===== config.mk =====
export PLATFORM = sky130hd
export DESIGN_NAME = csor_regs
export DESIGN_NICKNAME = d
export VERILOG_FILES = /design/src/csor_pkg.sv /design/src/csor_regs.sv
export SDC_FILE = /design/constraint.sdc
export NUM_CORES = 1
export LEC_CHECK = 0
export BUFFER_PORTS_ARGS = -buffer_cell sky130_fd_sc_hd__buf_2
export CAP_MARGIN = 30
export CORE_ASPECT_RATIO = 0.9
export CORE_MARGIN = 5
export CORE_UTILIZATION = 50
export DETAILED_ROUTE_END_ITERATION = 16
export GPL_ROUTABILITY_DRIVEN = 0
export HOLD_SLACK_MARGIN = 0.03
export PLACE_DENSITY = 0.89
export RECOVER_POWER = 25
export SKIP_CTS_REPAIR_TIMING = 1
export SLEW_MARGIN = 20
export SYNTH_ARGS = -nofsm -noshare
export SYNTH_HDL_FRONTEND = slang
export SYNTH_SLANG_ARGS = --single-unit

===== constraint.sdc =====
create_clock -name clk_sys_i -period 3.4 [get_ports clk_sys_i]
set_input_delay 0.34 -clock clk_sys_i [delete_from_list [all_inputs] [get_ports clk_sys_i]]
set_output_delay 0.34 -clock clk_sys_i [all_outputs]
set_load 0.01 [all_outputs]

===== src/csor_pkg.sv =====
// Package for the core status and option register bank.
// Assumes one synchronous clock domain and a synchronous active-high reset.
package csor_pkg;

    // Avalon-MM byte addresses of the two registers.
    localparam logic [3:0] CSOR_STATUS_ADDR = 4'h0;
    localparam logic [3:0] CSOR_OPTION_ADDR = 4'h4;

    // Status register bit positions.
    localparam int CSOR_ST_IND_RSV = 7;
    localparam int CSOR_ST_HI_RSV = 6;
    localparam int CSOR_ST_BANK = 5;
    localparam int CSOR_ST_WDTO = 4;
    localparam int CSOR_ST_SLP = 3;
    localparam int CSOR_ST_ZERO = 2;
    localparam int CSOR_ST_NIB = 1;
    localparam int CSOR_ST_CARRY = 0;

    // Option register bit positions.
    localparam int CSOR_OP_PU_DIS = 7;
    localparam int CSOR_OP_IRQ_EDGE = 6;
    localparam int CSOR_OP_T0_SRC = 5;
    localparam int CSOR_OP_T0_EDGE = 4;
    localparam int CSOR_OP_PS_OWNER = 3;
    localparam int CSOR_OP_RATE_MSB = 2;

    // Values after reset; unknown flags are given zero.
    localparam logic [7:0] CSOR_STATUS_RST = 8'h18;
    localparam logic [7:0] CSOR_OPTION_RST = 8'hff;
    localparam logic [31:0] CSOR_READ_ZERO = 32'h0000_0000;

    // Number of pull-up pins served.
    localparam int CSOR_PU_PINS = 6;

    // Operations that the datapath presents for execution.
    typedef enum logic [3:0] {
        CSOR_OP_MOVE = 4'h0,
        CSOR_OP_ADD = 4'h1,
        CSOR_OP_SUB = 4'h2,
        CSOR_OP_AND = 4'h3,
        CSOR_OP_OR = 4'h4,
        CSOR_OP_XOR = 4'h5,
        CSOR_OP_CLR = 4'h6,
        CSOR_OP_RRF = 4'h7,
        CSOR_OP_RLF = 4'h8
    } csor_op_e;

    // Bus handshake states, one-hot.
    typedef enum logic [1:0] {
        CSOR_BUS_IDLE = 2'b01,
        CSOR_BUS_ACK = 2'b10
    } csor_bus_e;

endpackage


===== src/csor_regs.sv =====
// Status and option register bank with flag-producing ALU and Avalon slave.
// Assumes all inputs are synchronous to clk_sys_i; one op per cycle at most.
//
// Decided for this implementation: the placing of the registers and the Avalon-MM register port.
`timescale 1ns/1ps

// Operation
// - Flag-affecting op into status ignores data for zero, nibble, carry.
// - Watchdog time-out and sleep-entered flags ignore software writes.
// - Clearing status zeroes top three bits, sets zero, keeps others.
// - Status bits 7 and 6 are reserved and drive nothing.
// - Status bit 5 selects data bank 1 or bank 0 for direct addressing.
// - Time-out flag set by reset, kick and sleep; cleared by time-out.
// - Sleep-entered flag set by reset and kick; cleared by sleep.
// - Zero flag set when an affecting op's result is zero.
// - Nibble flag takes carry out of bit 3 on add and subtract.
// - Carry flag takes carry out of bit 7 on add and subtract.
// - On subtract, carry and nibble flags are one when no borrow.
// - Subtract adds the two's complement of the second operand.
// - Rotates load carry with the bit shifted out of the source.
// - Option bit 7 high disables all pull-ups, else per-pin latches.
// - Option bit 6 picks rising (1) or falling (0) interrupt edge.
// - Option bit 5 picks external pin (1) or instruction clock (0).
// - Option bit 4 picks falling (1) or rising (0) external count edge.
// - Option bit 3 gives the prescaler to watchdog (1) or timer (0).
// - Rate bits give timer 2^(n+1) or watchdog 2^n division.
// - Timer counts undivided while the watchdog owns the prescaler.
module csor_regs
    import csor_pkg::*;
#(
    parameter int PU_PINS = CSOR_PU_PINS
)
(
    input wire logic clk_sys_i,
    input wire logic srst_i,
    input wire logic [3:0] av_address_i,
    input wire logic av_read_i,
    input wire logic av_write_i,
    input wire logic [31:0] av_writedata_i,
    input wire logic [3:0] av_byteenable_i,
    output logic [31:0] av_readdata_o,
    output logic av_waitrequest_o,
    input wire logic op_valid_i,
    input wire logic [3:0] op_code_i,
    input wire logic [7:0] op_a_i,
    input wire logic [7:0] op_b_i,
    input wire logic op_dest_status_i,
    output logic [7:0] op_result_o,
    output logic op_result_valid_o,
    input wire logic watchdog_kick_instr_i,
    input wire logic sleep_instr_i,
    input wire logic watchdog_timeout_i,
    input wire logic ext_irq_pin_i,
    input wire logic timer0_ext_clk_pin_i,
    input wire logic instr_cycle_tick_i,
    input wire logic [PU_PINS-1:0] pullup_latch_i,
    output logic [PU_PINS-1:0] pullup_en_o,
    output logic bank_sel_o,
    output logic ext_irq_event_o,
    output logic timer0_inc_o,
    output logic [3:0] timer0_div_log2_o,
    output logic [2:0] watchdog_div_log2_o
);

    csor_bus_e bus_state_r;
    logic [2:0] status_hi_r;
    logic [2:0] flags_r;
    logic to_r;
    logic pd_r;
    logic [7:0] option_r;
    logic [7:0] status_view;
    logic bus_accept;
    logic wr_status;
    logic wr_option;
    logic [7:0] wdata;
    csor_op_e op;
    logic [7:0] b_eff;
    logic cin;
    logic [8:0] sum;
    logic [4:0] nib;
    logic [7:0] result;
    logic aff_z;
    logic aff_dc;
    logic aff_c;
    logic new_dc;
    logic new_c;
    logic [2:0] status_hi_nxt;
    logic [2:0] flags_nxt;
    logic irq_pin_r;
    logic t0_pin_r;

    assign status_view = {status_hi_r, to_r, pd_r, flags_r};
    assign op = csor_op_e'(op_code_i);

    // A request is taken at the edge where waitrequest is seen low.
    assign bus_accept = (bus_state_r == CSOR_BUS_ACK)
        && (av_read_i || av_write_i);
    assign wdata = av_writedata_i[7:0];
    assign wr_status = bus_accept && av_write_i && av_byteenable_i[0]
        && (av_address_i == CSOR_STATUS_ADDR);
    assign wr_option = bus_accept && av_write_i && av_byteenable_i[0]
        && (av_address_i == CSOR_OPTION_ADDR);

    // Every request waits exactly one cycle, then is answered.
    always_ff @(posedge clk_sys_i)
    begin
        if (srst_i)
        begin
            bus_state_r <= CSOR_BUS_IDLE;
        end
        else
        begin
            unique case (bus_state_r)
                CSOR_BUS_IDLE:
                begin
                    if (av_read_i || av_write_i)
                    begin
                        bus_state_r <= CSOR_BUS_ACK;
                    end
                end
                CSOR_BUS_ACK:
                begin
                    bus_state_r <= CSOR_BUS_IDLE;
                end
                default:
                begin
                    bus_state_r <= CSOR_BUS_IDLE;
                end
            endcase
        end
    end

    always_ff @(posedge clk_sys_i)
    begin
        if (srst_i)
        begin
            av_waitrequest_o <= 1'b1;
            av_readdata_o <= CSOR_READ_ZERO;
        end
        else
        begin
            av_waitrequest_o <= !((bus_state_r == CSOR_BUS_IDLE)
                && (av_read_i || av_write_i));
            if ((bus_state_r == CSOR_BUS_IDLE) && av_read_i)
            begin
                unique case (av_address_i)
                    CSOR_STATUS_ADDR: av_readdata_o <= {24'h0, status_view};
                    CSOR_OPTION_ADDR: av_readdata_o <= {24'h0, option_r};
                    default: av_readdata_o <= CSOR_READ_ZERO;
                endcase
            end
        end
    end

    // Subtraction runs through the adder on the inverted operand plus one.
    always_comb
    begin
        b_eff = (op == CSOR_OP_SUB) ? ~op_b_i : op_b_i;
        cin = (op == CSOR_OP_SUB);
        sum = {1'b0, op_a_i} + {1'b0, b_eff} + {8'h00, cin};
        nib = {1'b0, op_a_i[3:0]} + {1'b0, b_eff[3:0]} + {4'h0, cin};
        result = op_a_i;
        aff_z = 1'b0;
        aff_dc = 1'b0;
        aff_c = 1'b0;
        new_dc = nib[4];
        new_c = sum[8];
        unique case (op)
            CSOR_OP_MOVE: result = op_a_i;
            CSOR_OP_ADD, CSOR_OP_SUB:
            begin
                result = sum[7:0];
                aff_z = 1'b1;
                aff_dc = 1'b1;
                aff_c = 1'b1;
            end
            CSOR_OP_AND:
            begin
                result = op_a_i & op_b_i;
                aff_z = 1'b1;
            end
            CSOR_OP_OR:
            begin
                result = op_a_i | op_b_i;
                aff_z = 1'b1;
            end
            CSOR_OP_XOR:
            begin
                result = op_a_i ^ op_b_i;
                aff_z = 1'b1;
            end
            CSOR_OP_CLR:
            begin
                result = 8'h00;
                aff_z = 1'b1;
            end
            CSOR_OP_RRF:
            begin
                result = {flags_r[CSOR_ST_CARRY], op_a_i[7:1]};
                new_c = op_a_i[0];
                aff_c = 1'b1;
            end
            CSOR_OP_RLF:
            begin
                result = {op_a_i[6:0], flags_r[CSOR_ST_CARRY]};
                new_c = op_a_i[7];
                aff_c = 1'b1;
            end
            default: result = op_a_i;
        endcase
    end

    // Bus write first, then the op overlays it in the same cycle.
    always_comb
    begin
        status_hi_nxt = status_hi_r;
        flags_nxt = flags_r;
        if (wr_status)
        begin
            status_hi_nxt = wdata[7:5];
            flags_nxt = wdata[2:0];
        end
        if (op_valid_i && op_dest_status_i)
        begin
            status_hi_nxt = result[7:5];
            if (!(aff_z || aff_dc || aff_c))
            begin
                flags_nxt = result[2:0];
            end
        end
        if (op_valid_i)
        begin
            // Written data never reaches a flag that the op drives.
            if (aff_z)
            begin
                flags_nxt[CSOR_ST_ZERO] = (result == 8'h00);
            end
            if (aff_dc)
            begin
                flags_nxt[CSOR_ST_NIB] = new_dc;
            end
            if (aff_c)
            begin
                flags_nxt[CSOR_ST_CARRY] = new_c;
            end
        end
    end

    always_ff @(posedge clk_sys_i)
    begin
        if (srst_i)
        begin
            status_hi_r <= CSOR_STATUS_RST[7:5];
            flags_r <= CSOR_STATUS_RST[2:0];
        end
        else
        begin
            status_hi_r <= status_hi_nxt;
            flags_r <= flags_nxt;
        end
    end

    // Reset-cause flags follow only instructions and the watchdog.
    always_ff @(posedge clk_sys_i)
    begin
        if (srst_i)
        begin
            to_r <= CSOR_STATUS_RST[CSOR_ST_WDTO];
            pd_r <= CSOR_STATUS_RST[CSOR_ST_SLP];
        end
        else
        begin
            if (watchdog_timeout_i)
            begin
                to_r <= 1'b0;
            end
            else if (watchdog_kick_instr_i || sleep_instr_i)
            begin
                to_r <= 1'b1;
            end
            if (sleep_instr_i)
            begin
                pd_r <= 1'b0;
            end
            else if (watchdog_kick_instr_i)
            begin
                pd_r <= 1'b1;
            end
        end
    end

    always_ff @(posedge clk_sys_i)
    begin
        if (srst_i)
        begin
            option_r <= CSOR_OPTION_RST;
        end
        else if (wr_option)
        begin
            option_r <= wdata;
        end
    end

    always_ff @(posedge clk_sys_i)
    begin
        if (srst_i)
        begin
            op_result_o <= 8'h00;
            op_result_valid_o <= 1'b0;
        end
        else
        begin
            op_result_o <= result;
            op_result_valid_o <= op_valid_i;
        end
    end

    // Pin edge detection for the interrupt and the external timer clock.
    always_ff @(posedge clk_sys_i)
    begin
        if (srst_i)
        begin
            // Pins are taken as they stand so no false edge follows reset.
            irq_pin_r <= ext_irq_pin_i;
            t0_pin_r <= timer0_ext_clk_pin_i;
            ext_irq_event_o <= 1'b0;
            timer0_inc_o <= 1'b0;
        end
        else
        begin
            irq_pin_r <= ext_irq_pin_i;
            t0_pin_r <= timer0_ext_clk_pin_i;
            ext_irq_event_o <= option_r[CSOR_OP_IRQ_EDGE]
                ? (ext_irq_pin_i && !irq_pin_r)
                : (!ext_irq_pin_i && irq_pin_r);
            if (option_r[CSOR_OP_T0_SRC])
            begin
                timer0_inc_o <= option_r[CSOR_OP_T0_EDGE]
                    ? (!timer0_ext_clk_pin_i && t0_pin_r)
                    : (timer0_ext_clk_pin_i && !t0_pin_r);
            end
            else
            begin
                timer0_inc_o <= instr_cycle_tick_i;
            end
        end
    end

    // Division ratios are given as powers of two; zero means undivided.
    always_ff @(posedge clk_sys_i)
    begin
        if (srst_i)
        begin
            timer0_div_log2_o <= 4'h0;
            watchdog_div_log2_o <= 3'h0;
            bank_sel_o <= CSOR_STATUS_RST[CSOR_ST_BANK];
        end
        else
        begin
            bank_sel_o <= status_hi_r[CSOR_ST_BANK - 5];
            if (option_r[CSOR_OP_PS_OWNER])
            begin
                timer0_div_log2_o <= 4'h0;
                watchdog_div_log2_o <= option_r[CSOR_OP_RATE_MSB:0];
            end
            else
            begin
                timer0_div_log2_o <= {1'b0, option_r[CSOR_OP_RATE_MSB:0]}
                    + 4'h1;
                watchdog_div_log2_o <= 3'h0;
            end
        end
    end

    genvar gi;
    generate
        for (gi = 0; gi < PU_PINS; gi = gi + 1)
        begin : g_pu
            always_ff @(posedge clk_sys_i)
            begin
                if (srst_i)
                begin
                    pullup_en_o[gi] <= 1'b0;
                end
                else
                begin
                    pullup_en_o[gi] <= !option_r[CSOR_OP_PU_DIS]
                        && pullup_latch_i[gi];
                end
            end
        end
    endgenerate
endmodule


# Word level (Yosys, flattened, before mapping)
# Index checks and enable logic that the tools add are counted.
# word_totals
inputBits	78
output_inout_bits	58
wordCells	107
ff_bits	78
# classes
mux	23
add_sub_neg	5
n_reduce_logical	39
bitwise_logic	6
n_eq_ne	11
# ops
op	n
one-hot mux 8 bit (7 select lines)	1
== test 4 x 3 -> 1 bit, second input constant	5
logical AND 1 bit	18
two-way mux 3 bit	6
one-hot mux 8 bit (2 select lines)	1
two-way mux 1 bit	13
adder 8 x 8 -> 9 bit	1
adder 9 x 1 -> 9 bit	1
AND 8 bit	1
== test 4 x 2 -> 1 bit, second input constant	2
zero test 8 bit	1
two-way mux 8 bit	1
inverter 8 bit	1
OR 8 bit	1
OR reduction 2 bit	4
bitwise XOR 8 bit	1
zero test 1 bit	6
nonzero test 2 bit	3
OR reduction 6 bit	1
adder 4 x 4 -> 5 bit	1
adder 5 x 1 -> 5 bit	1
adder 3 x 1 -> 4 bit, second input constant	1
== test 4 x 1 -> 1 bit, second input constant	1
== test 4 bit, second input constant	1
other kinds (7)	11

# Depth between registers and ports, before layout
# logic_depth
ltp_word	10
mapped_depth	12

# Least setup slack after synthesis
# Ideal clock, no wire load.
# synth_timing
kind	input to register
from	input port op_code_i[0]
to	register status_hi_r[1]
stages	12
path_buffers	2
setup_time_ns	0.086
t_arrival_ns	2.702
slack_ns	0.613
required_ns	3.314
path_cell_list	buf_6 > nor4b_2 > buf_6 > xnor2_1 > inv_1 > fa_1 > nand2b_1 > a211oi_1 > o211a_1 > o32ai_4 > nor2b_1 > a211oi_1
# synth_between
elab_chain_len	6
word_cells_on_any_way	14
classes_between	add/sub (2); eq/ne (8); mux (3); reduce/logical (1)
# synth_rtl
element	line_no	text
start: declaration	csor_regs.sv:44	input wire logic [3:0] op_code_i,
== test 4 x 2 -> 1 bit	csor_regs.sv:158, csor_regs.sv:159, csor_regs.sv:168	
two-way mux 8 bit	csor_regs.sv:158	b_eff = (op == CSOR_OP_SUB) ? ~op_b_i : op_b_i;
adder 8 x 8 -> 9 bit	csor_regs.sv:160	sum = {1'b0, op_a_i} + {1'b0, b_eff} + {8'h00, cin};
adder 9 x 1 -> 9 bit	csor_regs.sv:160	
one-hot mux 8 bit (7 select lines) (*)	csor_regs.sv:168	unique case (op)
two-way mux 3 bit (*)	csor_regs.sv:223	if (op_valid_i && op_dest_status_i)
end signal: assignment	csor_regs.sv:253	status_hi_r <= CSOR_STATUS_RST[7:5];
end signal: assignment	csor_regs.sv:258	status_hi_r <= status_hi_nxt;
end: declaration	csor_regs.sv:66	logic [2:0] status_hi_r;
# Every way passes the cells marked *; elsewhere a longest branch is shown, timed or not.
# A chain may end at the register's enable or synchronous reset.

# Worst setup path in the final report
# Ends and elaborated chain as after synthesis.

==> impl_summary.md <==
Status
The run finished with clean final reports.

Yosys
The biggest area consumer among synthesized cells is dfxtp_1. In this run, synthesis inferred 0 flip-flops with an integrated enable. Synthesis inferred 54 register bits. After synthesis, flip-flops and latches occupy 29.4% of the total area.

Counting flops with an async set or reset pin after synthesis yields a share of 0%. Yosys attributes the largest share of cell area to dfxtp_1 (29%), ha_1 (9.5%), mux2i_1 (5.7%), buf_4 (5.5%), nor2_1 (3.3%). The most used flip-flop cell after synthesis is dfxtp_1. The most common cell in the synthesized netlist is dfxtp_1. The Yosys step of the flow raised 0 warnings.

Of the post-synthesis cell area, the dominant cell type holds between 20% and 30%. The number of different library cells used by synthesis comes to 68. Ranked by instance count, the synthesized netlist is headed by dfxtp_1 (54), nor2_1 (32), ha_1 (28). Summing every instance area after synthesis gives roughly 0.0037 mm^2.

The average instance in the mapped netlist occupies 8.97 um^2. The post-synthesis cell count is between 400 and 500.

Drt
The number of nets still failing antenna checks after routing is 0. Summed over all layers, the routed wires come to between 9000 and 10000 um. In the detailed route, the total length drawn on met3 is 935 um. The total number of vias is between 3000 and 4000.

The routed wirelength normalized by instance count is roughly 16 um. In the routed layout, each cell is associated on average with a via count of between 5 and 6. Summed over all nets, wire length on met2 after detailed routing comes to between 4000 and 5000 um. In the final routing, the length of wire on met1 measures 3740 um. The pre-antenna-repair detailed-routing pass consisted of 5 iterations. The violation count after the first detailed-routing iteration is roughly 270. The number of remaining DRC errors is 0. After detailed routing, no signal wire sits above met4.

Critical path
For this run, the slowest stage of the critical path takes ~0.44 ns. The cell that appears most often on the critical path is a211oi_1. By startpoint and endpoint, the worst setup path is classified as primary input to flip-flop. The required time at the endpoint of the critical path is between 3 and 4 ns. Traced cell by cell, the critical path runs through buf_2, nor4b_2, buf_4, xnor2_1, inv_1, fa_1, nand2b_1, a211oi_1, o211a_1, o32ai_4, nor2b_1, a211oi_1. For this design, the slowest cell found on the critical path is fa_1.

The kind of cell adding the most delay to the critical path is compound AO/OA/AOI/OAI gates. The data arrival time at the worst-slack endpoint is 3.08 ns. The endpoint class of the critical path is a flip-flop. In this run the worst path has a maximum fanout of 10.

STA classifies the critical path startpoint as a primary input. The number of buffer and inverter stages on the critical path is 3.

Timing
In this run the tightest slew margin relative to its limit is approximately 4.0%. The time the final worst path needs with I/O delays and setup is slightly below 3 ns. Setup violations remaining at the end of the flow were counted as 0. The number of failing hold endpoints at the final stage is 0. Setup repair after global routing left no endpoint under its margin.

The max-slew violation count is 0. The worst setup skew after layout is approximately 0.0086 ns. Timing would allow up to 0.346 GHz. The fraction of the cycle the final worst path needs is 85.1%. The actual transition at the worst max-transition pin is 1.44 ns. For the final routed database, the setup TNS stands at 0 ns.

Floorplanning
The initial utilization of the core area, before any placement, comes to roughly half. Measured along the y axis, the die boundary spans around 90 um. The full die area is slightly above 0.009 mm^2. For this design the top-level I/O count stands at 136.

In this run the core area contains 29 standard-cell rows. The floorplan step set the die width to 100 um. The placeable core region is between 0.007 and 0.008 mm^2.

CTS
Clock-pin slew was measured on the worst setup and hold paths at 0.09 ns. The number of clock sinks seen by CTS is 54. The number of H-tree levels is 2. The clock tree from TritonCTS is yes. TritonCTS created 5 clock buffers. The clock latency reported for the late side of the worst-skew pair is ~0.3 ns. In this run the clock root is driven by a clkbuf_8. The clock passes through at most 2 buffers.

Placed design
Input and output buffers added on the ports amount to 84. The cell area reported after detailed placement is between 0.004 and 0.005 mm^2. Detailed placement ended at an HPWL of 7280 um.

GRT
The total congestion overflow after global routing is 0. For this run, the total global-route usage over all layers was measured as 20.0%. The number of global-route vias before repair is 3270. The number of antenna violations at the first check in global routing is 0. The pin count of the biggest net entering global routing is 33.

The wire length of the first global-routing pass is ~15000 um.

Pwr
For this design the static power due to leakage is roughly 1.9 nW. The worst supply voltage drop on vdd is about 0.20 mV. The power density of the placed cells is ~340 mW/mm^2.

Layout
The number of nets at the end of the flow is approximately 600. Cells with a size suffix above 1 make up approximately a quarter of the layout. The number of antenna diodes is 0. The area added between synthesis and finish is 12.3%. The area of all placed cells without fillers is 0.00413 mm^2.

Job
The reported max-cap violation count is 0.

Min path
The type of the tightest min-delay check is primary input to flip-flop.
## where the power goes
| part | total (mW) | internal, mW | switching, mW |
|---|---|---|---|
| Clock | 0.354 | 0.164 | 0.189 |
| Combinational | 0.386 | 0.155 | 0.231 |
| Sequential | 0.680 | 0.665 | 0.0147 |
| Total | 1.42 | 0.985 | 0.435 |
## path summary, 6_finish.rpt
| check | cells past startpoint | slack [ns] | startpoint | endpoint |
|---|---|---|---|---|
| max | 12 | 0.51 | op_code_i[0] | status_hi_r[1] |
| max reg2reg | 6 | 1.48 | bus_state_r[0] | flags_r[1] |
| min reg2reg | 2 | 0.50 | av_readdata_o[3] | av_readdata_o[3] |
| min | 1 | 0.18 | timer0_ext_clk_pin_i | t0_pin_r |
## metrics by stage
| step | total power [mW] | worst slack (ns) | hold slack (ns) | std cells | util, % |
|---|---|---|---|---|---|
| 2_1_floorplan | 0.971 | 0.613 | 0.368 | 433 | - |
| 3_3_place_gp | 1.06 | 0.353 | 0.470 | 572 | 56.9 |
| 3_5_place_dp | 1.07 | 0.302 | 0.472 | 572 | 56.9 |
| 4_1_cts | 1.42 | 0.541 | 0.152 | 580 | 58.2 |
| 5_1_grt | 1.49 | 0.366 | 0.166 | 580 | 58.1 |
| 6_report | 1.42 | 0.508 | 0.179 | 580 | 58.1 |
## layer usage
metal,track usage (%),vias up
li1,-,1559
met1,24.3,1534
met2,33.3,183
met3,4.83,42
met4,8.87,0
met5,0,-
## cell type report
class | instances | area, um^2
Timing Repair Buffer | 91 | 467
Multi-Input combinational cell | 308 | 2280
Fill cell | 655 | 2980
Clock buffer | 7 | 86.3
Inverter | 26 | 97.6
Clock inverter | 1 | 5.00
Sequential cell | 54 | 1080
Tap cell | 93 | 116
## kinds of logic after synthesis
group / after synthesis / share of synthesized area (%)
and+or+nand+nor: 137 / 21.9
AOI/OAI and AO/OA: 81 / 17.6
buffers and inverters: 71 / 11.0
DFF: 54 / 29.4
adders and majority gates: 29 / 10.1
muxes: 22 / 6.12
xor gates and xnor gates: 15 / 3.78
other: 1 / 0.102
## state kept, by name (all words and copies together), names as in the netlist, 2 cells and up
signal and count:
av_readdata_o 8, bus_state_r 2, flags_r 3, op_result_o 8, option_r 8, pullup_en_o 6
status_hi_r 3, timer0_div_log2_o 4, watchdog_div_log2_o 3
## worst register-to-register path, cell delays in order, from the launching register on
cell	delay, ns
dfxtp_1	0.33
nand4b_1	0.22
nor3b_2	0.66
mux2i_1	0.26
a221oi_1	0.09
a31oi_1	0.15
nor2_1	0.05
## cell usage in the layout, fill, tap and decap left out, drive strengths merged, types with 4 or more instances in the layout
cell,instances
buf,88
nor3b,4
nand2b,4
nand3b,6
nor4b,4
o21ai,9
nor4bb,4
nor3,12
a21oi,12
nand2,23
a211oi,14
a221oi,7
nand3,5
nor4,4
o22ai,5
and2,13
nor2,35
clkbuf,10
conb,24
dfxtp,54
mux2i,21
xnor2,12
inv,26
a22oi,10
ha,28
nor2b,10
Power figures use the tool's default switching activity.
